$ cat config.mk
export PLATFORM = sky130hd
export DESIGN_NAME = wake_on_lan_detector
export DESIGN_NICKNAME = d
export VERILOG_FILES = /design/src/rtl/wake_pkg.sv /design/src/rtl/wake_on_lan_detector.sv
export SDC_FILE = /design/constraint.sdc
export NUM_CORES = 1
export LEC_CHECK = 0
export ABC_AREA = 1
export BUFFER_PORTS_ARGS = -buffer_cell sky130_fd_sc_hd__clkbuf_2
export CAP_MARGIN = 20
export CORE_MARGIN = 5
export CORE_UTILIZATION = 55
export DETAILED_ROUTE_END_ITERATION = 16
export GPL_TIMING_DRIVEN = 1
export PLACE_DENSITY = 0.79
export SLEW_MARGIN = 40
export SYNTH_ARGS = -nofsm -noshare
export SYNTH_HDL_FRONTEND = slang
export SYNTH_SLANG_ARGS = --single-unit
$ cat constraint.sdc
create_clock -name core_clk -period 5.8 [get_ports core_clk]
set_input_delay 1.16 -clock core_clk [delete_from_list [all_inputs] [get_ports core_clk]]
set_output_delay 1.16 -clock core_clk [all_outputs]
set_load 0.01 [all_outputs]
$ cat src/rtl/wake_pkg.sv
/*
 wake_pkg: constants shared by the wake-on-lan detector.
 assumes a nibble-wide mii received stream and a 25 MHz core clock.
*/
package wake_pkg;
   localparam int          NUM_PATTERNS   = 4;               // user wake frames per port
   localparam int          ADDR_BYTES     = 6;               // station address length
   localparam int          ADDR_COPIES    = 16;              // address repeats in the pattern
   localparam int          SYNC_BYTES     = 6;               // all-ones bytes before the copies
   localparam logic [7:0]  SYNC_VALUE     = 8'hff;           // sync byte value
   localparam logic [31:0] CRC_INIT       = 32'hffff_ffff;   // crc preset
   localparam logic [31:0] CRC_POLY_REFL  = 32'hedb8_8320;   // reflected 802.3 polynomial
   localparam logic [31:0] CRC_RESIDUE    = 32'hdebb_20e3;   // good-frame residue
   localparam logic [3:0]  NIBBLE_RESET   = 4'h0;            // mii nibble reset value
endpackage

$ cat src/rtl/wake_on_lan_detector.sv
/*
 wake_on_lan_detector: receive-side wake detection for one ethernet port.
 assumes mii receive pins (rx clock, dv, er, data) from an external phy, sampled here on core_clk
 after two flip-flops; the rx clock is far slower than core_clk, so edges are found by sampling.
 the frame stream is assumed to start right after the sfd nibble pair.
*/
// Overview of operation
// - wake on link change, user wake frame match, or remote-wake pattern frame.
// - four independent user wake frame patterns per port, each can wake.
// - user wake frame matches when frame crc equals that pattern's configured crc.
// - while pattern detection enabled, scan every frame addressed to this node.
// - pattern frame valid only with own, multicast or broadcast destination and good crc.
// - pattern is sixteen back-to-back copies of the six-byte station address.
// - sixteen copies must directly follow six bytes of all ones.
// - sync run and copies may start at any byte offset.
// - broadcast frame accepted if its copies equal the local station address.
// - nothing else about frame contents affects detection.
// - frame without sequence is dropped and produces no wake; here a user wake frame match still wakes.
// - detected wake sequence signals power management to wake the system.
// - link up and link down transitions both report a wake event.
`timescale 1ns/100ps
module wake_on_lan_detector (
   input  wire logic        core_clk,        // 25 MHz core clock
   input  wire logic        rst,             // synchronous reset, active high
   input  wire logic        mii_rx_clk,      // phy receive clock, sampled
   input  wire logic        mii_rx_dv,       // receive data valid
   input  wire logic        mii_rx_er,       // receive error
   input  wire logic [3:0]  mii_rxd,         // receive nibble
   input  wire logic        link_up,         // link status from the phy
   input  wire logic [47:0] station_addr,    // own address, first byte in [47:40]
   input  wire logic        pattern_en,      // remote-wake pattern detection enable
   input  wire logic [3:0]  frame_en,        // per-pattern wake frame enable
   input  wire logic [31:0] frame_crc0,      // expected crc, pattern 0
   input  wire logic [31:0] frame_crc1,      // expected crc, pattern 1
   input  wire logic [31:0] frame_crc2,      // expected crc, pattern 2
   input  wire logic [31:0] frame_crc3,      // expected crc, pattern 3
   output logic             wake_q,          // one-cycle wake pulse to power management
   output logic             wake_link_q,     // one-cycle pulse: link change cause
   output logic [3:0]       wake_frame_q,    // one-cycle pulse per matching wake frame
   output logic             wake_pattern_q   // one-cycle pulse: pattern frame cause
);
   typedef enum logic [1:0] {
      ST_SYNC = 2'b01,
      ST_ADDR = 2'b10
   } scan_e;

   // crc-32 over one byte, lsb first as on the wire
   function automatic logic [31:0] crc_byte(input logic [31:0] c, input logic [7:0] b);
      logic [31:0] r;
      r = c;
      for (int i = 0; i < 8; i++) begin
         r = (r[0] ^ b[i]) ? ((r >> 1) ^ wake_pkg::CRC_POLY_REFL) : (r >> 1);
      end
      return r;
   endfunction

   // synchronisers: first stage only feeds second stage
   logic [6:0] sync1_q, sync2_q;
   logic       clk_prev_q;
   always_ff @(posedge core_clk) begin
      sync1_q    <= {mii_rx_clk, mii_rx_dv, mii_rx_er, mii_rxd};
      sync2_q    <= sync1_q;
      clk_prev_q <= sync2_q[6];
   end
   wire       rx_edge = sync2_q[6] & ~clk_prev_q;
   wire       rx_dv   = sync2_q[5];
   wire       rx_er   = sync2_q[4];
   wire [3:0] rx_nib  = sync2_q[3:0];

   // link synchroniser and change detect
   logic link1_q, link2_q, link3_q;
   always_ff @(posedge core_clk) begin
      link1_q <= link_up;
      link2_q <= link1_q;
      link3_q <= rst ? 1'b0 : link2_q;
   end
   logic link_seen_q;
   always_ff @(posedge core_clk) begin
      if (rst) link_seen_q <= 1'b0;
      else     link_seen_q <= 1'b1;
   end
   // either direction counts; the first sample after reset is not an event
   wire link_change = link_seen_q & (link2_q ^ link3_q);

   // nibble pairing into bytes, low nibble first
   logic       half_q, in_frame_q, err_q;
   logic [3:0] low_q;
   logic [7:0] byte_q;
   logic       byte_vld_q;
   always_ff @(posedge core_clk) begin
      if (rst) begin
         half_q     <= 1'b0;
         low_q      <= wake_pkg::NIBBLE_RESET;
         byte_q     <= 8'h00;
         byte_vld_q <= 1'b0;
         in_frame_q <= 1'b0;
         err_q      <= 1'b0;
      end else begin
         byte_vld_q <= 1'b0;
         if (rx_edge) begin
            in_frame_q <= rx_dv;
            if (rx_dv) begin
               err_q  <= (in_frame_q ? err_q : 1'b0) | rx_er;
               half_q <= in_frame_q ? ~half_q : 1'b1;
               if (!in_frame_q || !half_q) low_q <= rx_nib;
               else begin
                  byte_q     <= {rx_nib, low_q};
                  byte_vld_q <= 1'b1;
               end
            end
         end
      end
   end
   wire frame_end = rx_edge & in_frame_q & ~rx_dv;
   wire frame_start = rx_edge & ~in_frame_q & rx_dv;

   // running crc and destination check over first six bytes
   logic [31:0] crc_q;
   logic [3:0]  pos_q;
   logic        da_own_q, da_bc_q, da_mc_q;
   wire  [7:0]  own_byte = station_addr[47 - 8*pos_q[2:0] -: 8];
   always_ff @(posedge core_clk) begin
      if (rst || frame_start) begin
         crc_q    <= wake_pkg::CRC_INIT;
         pos_q    <= 4'h0;
         da_own_q <= 1'b1;
         da_bc_q  <= 1'b1;
         da_mc_q  <= 1'b0;
      end else if (byte_vld_q) begin
         crc_q <= crc_byte(crc_q, byte_q);
         if (pos_q < 4'(wake_pkg::ADDR_BYTES)) begin
            pos_q    <= pos_q + 4'h1;
            da_own_q <= da_own_q & (byte_q == own_byte);
            da_bc_q  <= da_bc_q & (byte_q == 8'hff);
            if (pos_q == 4'h0) da_mc_q <= byte_q[0];
         end
      end
   end
   // destination: own, multicast (broadcast included), or broadcast
   wire addr_ok = da_own_q | da_mc_q | da_bc_q;
   wire crc_ok  = (crc_q == wake_pkg::CRC_RESIDUE) & ~err_q;
   // complement of the running crc; not compared, only tied off through unused_ok
   wire [31:0] frame_crc = ~crc_q;
   wire [31:0] exp_crc [wake_pkg::NUM_PATTERNS];
   assign exp_crc[0] = frame_crc0;
   assign exp_crc[1] = frame_crc1;
   assign exp_crc[2] = frame_crc2;
   assign exp_crc[3] = frame_crc3;
   logic [31:0] crc_d1_q, crc_d2_q, crc_d3_q, crc_d4_q;
   // keep crc from four bytes back so it covers the frame minus its fcs
   always_ff @(posedge core_clk) begin
      if (rst || frame_start) begin
         crc_d1_q <= wake_pkg::CRC_INIT;
         crc_d2_q <= wake_pkg::CRC_INIT;
         crc_d3_q <= wake_pkg::CRC_INIT;
         crc_d4_q <= wake_pkg::CRC_INIT;
      end else if (byte_vld_q) begin
         crc_d1_q <= crc_q;
         crc_d2_q <= crc_d1_q;
         crc_d3_q <= crc_d2_q;
         crc_d4_q <= crc_d3_q;
      end
   end
   // after the last byte, crc_d4_q holds the crc of all bytes but the four fcs bytes
   wire [31:0] body_crc = ~crc_d4_q;
   logic [3:0] frame_hit;
   always_comb begin
      for (int p = 0; p < wake_pkg::NUM_PATTERNS; p++) begin
         frame_hit[p] = frame_en[p] & crc_ok & (body_crc == exp_crc[p]);
      end
   end

   // pattern scanner: sync run then address copies, any offset
   scan_e      st_q;
   logic [2:0] cnt_q;     // sync bytes or byte within copy
   logic [4:0] copy_q;    // copies completed
   logic       found_q;
   wire  [7:0] scan_exp = station_addr[47 - 8*cnt_q -: 8];
   wire        is_sync  = (byte_q == wake_pkg::SYNC_VALUE);
   wire        last_byte = (cnt_q == 3'(wake_pkg::ADDR_BYTES - 1));
   always_ff @(posedge core_clk) begin
      if (rst || frame_start) begin
         st_q    <= ST_SYNC;
         cnt_q   <= 3'h0;
         copy_q  <= 5'h00;
         found_q <= 1'b0;
      end else if (byte_vld_q && !found_q) begin
         case (st_q)
            ST_SYNC: begin
               // the sixth one in a row moves to ST_ADDR; longer runs are absorbed there
               if (is_sync) begin
                  if (cnt_q == 3'(wake_pkg::SYNC_BYTES - 1)) begin
                     st_q   <= ST_ADDR;
                     cnt_q  <= 3'h0;
                     copy_q <= 5'h00;
                  end else cnt_q <= cnt_q + 3'h1;
               end else cnt_q <= 3'h0;
            end
            ST_ADDR: begin
               if (byte_q == scan_exp) begin
                  cnt_q <= last_byte ? 3'h0 : cnt_q + 3'h1;
                  if (last_byte) begin
                     copy_q <= copy_q + 5'h01;
                     if (copy_q == 5'(wake_pkg::ADDR_COPIES - 1)) found_q <= 1'b1;
                  end
               end else if (copy_q == 5'h00 && cnt_q == 3'h0 && is_sync) begin
                  cnt_q <= 3'h0; // extra ones after the sync run: stay ready
               end else begin
                  // restart search from this byte
                  st_q  <= ST_SYNC;
                  cnt_q <= is_sync ? 3'h1 : 3'h0;
               end
            end
            default: begin
               st_q  <= ST_SYNC;
               cnt_q <= 3'h0;
            end
         endcase
      end
   end
   // no other content check: only sequence, address and crc matter
   wire pattern_hit = pattern_en & found_q & addr_ok & crc_ok;

   // outputs: one-cycle pulses at end of frame or link change
   always_ff @(posedge core_clk) begin
      if (rst) begin
         wake_q         <= 1'b0;
         wake_link_q    <= 1'b0;
         wake_frame_q   <= 4'h0;
         wake_pattern_q <= 1'b0;
      end else begin
         wake_link_q    <= link_change;
         wake_frame_q   <= frame_end ? frame_hit : 4'h0;
         wake_pattern_q <= frame_end & pattern_hit;
         wake_q         <= link_change | (frame_end & (pattern_hit | (|frame_hit)));
      end
   end

   a_wake_cause: assert property (@(posedge core_clk) disable iff (rst)
      wake_q |-> (wake_link_q | wake_pattern_q | (|wake_frame_q))) else $error("wake without cause");
   a_pattern_wakes: assert property (@(posedge core_clk) disable iff (rst)
      wake_pattern_q |-> wake_q) else $error("pattern not waking");
   a_link_event: assert property (@(posedge core_clk) disable iff (rst)
      link_seen_q && $changed(link2_q) |=> wake_link_q && wake_q) else $error("link change lost");
   a_pattern_en: assert property (@(posedge core_clk) disable iff (rst)
      !$past(pattern_en) |-> !wake_pattern_q) else $error("pattern wake while disabled");
   a_pattern_crc: assert property (@(posedge core_clk) disable iff (rst)
      wake_pattern_q |-> $past(crc_ok) && $past(addr_ok)) else $error("invalid frame woke");
   a_no_seq: assert property (@(posedge core_clk) disable iff (rst)
      !$past(found_q) |-> !wake_pattern_q) else $error("wake without sequence");
   a_frame_en: assert property (@(posedge core_clk) disable iff (rst)
      (wake_frame_q & ~$past(frame_en)) == 4'h0) else $error("disabled frame woke");
   a_frame_crc: assert property (@(posedge core_clk) disable iff (rst)
      wake_frame_q[0] |-> $past(body_crc) == $past(frame_crc0)) else $error("crc mismatch woke");
   a_sync_done: assert property (@(posedge core_clk) disable iff (rst)
      $rose(st_q == ST_ADDR) |-> $past(is_sync) && $past(cnt_q) == 3'h5) else $error("short sync");
   a_pulse_once: assert property (@(posedge core_clk) disable iff (rst)
      wake_pattern_q |=> !wake_pattern_q) else $error("pattern pulse too long");

   c_pattern: cover property (@(posedge core_clk) wake_pattern_q);
   c_frame: cover property (@(posedge core_clk) |wake_frame_q);
   c_link_up: cover property (@(posedge core_clk) wake_link_q && link3_q);
   c_restart: cover property (@(posedge core_clk) st_q == ST_ADDR ##1 st_q == ST_SYNC);
   wire unused_ok = &{1'b0, frame_crc};
endmodule

Word-level counts from Yosys, hierarchy flattened
Cells that the tools add are included.

Equality and inequality tests: 18. Add/sub/neg operators: 5. Multiplexer cells: 28. Reduce and logical (&&, ||, !) cells: 23. Magnitude comparators: 1. Shift-type cells: 2. Bitwise gates (word level): 53.

Operators by type and width (count): 2-to-1 mux 32 bit (8); == test 32 bit (4); inverter 13 -> 14 bit (8); indexed part select 55 x 33 -> 8 bit (2); == test 32 bit, second input constant (1); inverter 32 bit (1); bitwise AND 1 bit (22); 2-to-1 mux 5 bit (4); == test 8 bit (2); subtractor 6 x 6 -> 7 bit, first input constant (2); != test 2 bit, second input constant (6); case mux 5 bit (2 select lines) (1); AND reduction 5 bit (2); 2-to-1 mux 3 bit (3); AND reduction 3 bit (3); XOR 1 bit (9); == test 8 bit, second input constant (1); 2-to-1 mux 2 bit (4); inverter 1 bit (8); 2-to-1 mux 1 bit (6); case mux 3 bit (2 select lines) (1); AND reduction 6 bit (1); adder 5 x 1 -> 5 bit, second input constant (1); == test 5 x 4 -> 1 bit, second input constant (1); other kinds (19) (29).

Input port bits: 191. Output and inout bits: 7. Register bits after elaboration: 220.

Depth between registers and ports, before layout
Depth in word-level cells: 16. Depth in mapped cells: 18. Depth with buffers taken out: 16.

Worst setup path before layout
No wires, ideal clock.

Path kind: input to register. Start point: input station_addr[39]. End point: register copy_q[3]. Buffers on the path: 0. Arrival: 2222 ps. Path slack: 3463 ps. Stages on the path: 15. Cells stage by stage: inv_1 nand2_1 nand3_1 a21oi_1 nand2_1 nand2_1 nand2_1 inv_1 nand2_1 nor2_2 nand4_1 nand2_2 nand3_1 nand2_1 nor2_1.

Word-level cells in the longest chain between the ends: 4.

Ends and longest elaborated chain: from (decl) (line wake_on_lan_detector.sv:30) `input wire logic [47:0] station_addr,`; indexed part select 55 x 33 -> 8 bit (line wake_on_lan_detector.sv:178) `wire [7:0] scan_exp = station_addr[47 - 8*cnt_q -: 8];`; == test 8 bit (line wake_on_lan_detector.sv:200) `if (byte_q == scan_exp) begin`; != test 2 bit (no line); AND reduction 6 bit (no line); to (signal assigned) (line wake_on_lan_detector.sv:203) `copy_q <= copy_q + 5'h01;`; to (decl) (line wake_on_lan_detector.sv:176) `logic [4:0] copy_q;`.

No other way between the ends. A chain may end at the register's enable or synchronous reset.

==> impl_metrics.py <==
metrics = {
    "critical_path": {
        "crit_start": "rst",
        "r2r-start": "cnt_q[0]",
        "r2r-end": "copy_q[3]",
        "reg2reg_slack_ns": 3.17,
        "start_kind": "primary input",
        "worstPathRequired_ns": 6.23,
        "cp.arrival_ns": 3.25,
        "worstSetupEndpointType": "flip-flop",
        "critPathMaxFanout": 9,
        "critical_path_class": "primary input to flip-flop",
        "endpoint": "wake_q",
        "r2r_cells": 15,
    },
    "logic_synthesis": {
        "syn_area_um2": 11280,
        "ys_top_cells_by_area": "dfxtp_1, nand2_1, nand3_1",
        "synth_compound_area_frac": 0.1551,
        "synth.area.mux_share": 0,
        "syn-num-nets": 1798,
        "synthXorXnorAreaFrac": 0.07443,
        "synth_top_family_by_area": "simple AND/OR/NAND/NOR gates",
        "synth.avg_cell_area_um2": 7.063,
        "ys_seq_elements": 220,
        "yosysSeqAreaShare": 0.3905,
        "synth_top_area_cell": "dfxtp_1",
        "netlist_instances": 1597,
        "yosys.area_share.simple": 0.2899,
        "ys_types": 45,
        "synth_fa_ha_area_frac": 0.01109,
        "yosys_warnings": 0,
        "synth_top_area_share": 0.3905,
    },
    "sta": {
        "grt_setup_unrepaired": "no",
        "maxSlewViolCount": 0,
        "slew_headroom": 0.4075,
        "worstMarginPinSlew_ns": 0.8664,
        "period_share": 0.4864,
        "setup_viol": 0,
        "finalHoldViolCount": 0,
        "timing.final.ws_setup_ns": 2.979,
        "setup_tns_ns": 0,
        "finalCriticalPeriod_ns": 2.821,
        "finClkSkew_ns": 0.01979,
        "max_freq_mhz": 354.5,
    },
    "pwr": {
        "power.leakage_nw": 6.356,
        "ir_worst_vdd_v": 0.0002214,
        "p_per_area_nw_per_um2": 249.0,
        "power_mw": 3.259,
    },
    "cts": {
        "clk-insertion-delay-late_ns": 0.50,
        "clkTransAtPathRegs_ns": 0.06,
        "htreeDepth": 1,
        "cts_root_buf": "clkbuf_16",
        "cts_setup_buffers": 0,
        "postCtsHoldBufs": 0,
        "cts.sinks": 220,
        "cts_buffer_depth": 3,
        "cts_tree": "done",
        "cts-resized-gates": 0,
        "cts-buffers-inserted": 23,
    },
    "placement": {
        "portBuffers": 197,
        "hpwlAfterDp_mm": 23.36,
        "placedCellCount": 1969,
        "dpl_worst_slack_ns": 2.661,
        "gp_congestion": 0.9659,
        "place_area_um2": 12260,
    },
    "grt": {
        "grt_max_degree": 118,
        "antenna_found_initial": 0,
        "overflow": 0,
        "grt_pass1_wl_mm": 51.58,
        "grt_usage": 0.2598,
        "first_global_vias": 10270,
    },
    "cells_and_area": {
        "mostFrequentLayoutCells": "nand2_1, dfxtp_1, clkbuf_2, nand3_1, inv_1",
        "final_common_cell": "nand2_1",
        "antenna-diode-count": 0,
        "synthToLayoutAreaGrowth_pct": 16.03,
        "layout-drive-gt1-share": 0.1616,
        "fin_area_um2": 13090,
        "finalNonFillerCells": 2009,
        "nets": 1926,
        "fillers": 1846,
    },
    "routing": {
        "dr.pass1.iters": 5,
        "finalWirelength_mm": 32.26,
        "vias_per_cell": 5.553,
        "drt_iter0_drc": 868,
        "wl_per_cell_um": 16.06,
        "antenna_left": 0,
        "vias": 11160,
        "drc": 0,
    },
    "die": {
        "fp.dieArea_um2": 23470,
        "core_area_um2": 20230,
        "die_height_um": 153.2,
        "ios": 198,
        "die_x_um": 153.2,
        "rows": 52,
        "start_util": 0.5574,
    },
    "outcome": {
        "status": "complete, no violations",
    },
    "flow_run": {
        "cap_violations": 0,
    },
    "min_path": {
        "holdCritPathClass": "flip-flop to flip-flop",
    },
}
==> logic make-up after synthesis <==
logic type | Yosys count
and+or+nand+nor | 767
AOI/OAI and AO/OA | 283
buffers and inverters | 228
DFF | 220
xor gates and xnor gates | 89
adders and majority gates | 10
==> worst min-delay path by stage <==
| stage | cells past startpoint | end | start |
|---|---|---|---|
| global route | 0 | sync2_q[5] | sync1_q[5] |
| global placement | 0 | link2_q | link1_q |
| detailed placement | 0 | sync2_q[1] | sync1_q[1] |
| finish | 0 | sync2_q[3] | sync1_q[3] |
| floorplan | 0 | link2_q | link1_q |
| CTS | 0 | sync2_q[3] | sync1_q[3] |
==> flip-flops by register name, summed over array words and instances (netlist names), 2 cells and up <==
register	count
sync2_q	7
byte_q	8
wake_frame_q	4
low_q	4
sync1_q	7
crc_d2_q	32
crc_d4_q	32
pos_q	4
crc_d3_q	32
crc_q	32
crc_d1_q	32
st_q	2
copy_q	5
cnt_q	3
==> layer usage <==
layer,wire length [um],up-vias,GRT usage
li1,-,5580,-
met1,12810,4974,0.3322
met2,15280,504,0.4310
met3,2758,97,0.04524
met4,1412,0,0.1150
met5,0,-,0
==> area by class of cell <==
| type | instances | area, um2 | share of cell area |
|---|---|---|---|
| multi-input combinational | 1149 | 5995 | 0.4580 |
| sequential | 220 | 4410 | 0.3370 |
| timing repair buffer | 204 | 1066 | 0.08145 |
| clock buffer | 30 | 673.1 | 0.05143 |
| inverter | 127 | 479.2 | 0.03662 |
| tap | 270 | 337.8 | 0.02581 |
| clock inverter | 9 | 126.4 | 0.009656 |
==> worst max-delay path, stage by stage <==
cell      delay (ns)
clkbuf_2        0.13
clkinv_1        0.16
nand2_1         0.10
nor3_1          0.66
inv_1           0.23
a211oi_1        0.23
nand4_1         0.15
inv_1           0.08
nand4_1         0.12
inv_1           0.11
nor2_1          0.05
nand3_1         0.06
==> Yosys cell counts, drive strengths merged <==
master   number
xor2         58
buf          17
a31oi         3
dfxtp       220
nor3         14
o2111ai       4
inv         125
o22ai        29
ha           10
o21ai        68
o221ai        2
nand2       462
o31ai         1
a22o          3
nand3       154
a221oi       13
o21a          1
o211ai       65
clkinv        2
a22oi         2
or2          21
a211oi       10
and3          1
nor2         77
nor4          9
nor3b         2
a32o          1
clkbuf       84
a211o         1
nand4        27
a2111oi       1
a21oi        79
xnor2        31
==> where the power goes <==
group	internal [mW]	leakage [nW]	switching, mW
registers	1.52	1.79	0.00495
clock network	0.947	0.395	0.586
logic	0.0907	4.17	0.109
total	2.56	6.36	0.700
==> metrics by stage <==
stage	utilization	hold WS [ns]
4_1_cts	0.6454	0.3266
5_1_grt	0.6468	0.3331
2_1_floorplan	-	0.3096
3_3_place_gp	0.6054	0.3100
6_report	0.6468	0.3263
3_5_place_dp	0.6059	0.3121
Note: power is estimated with default switching activity, not from simulation.
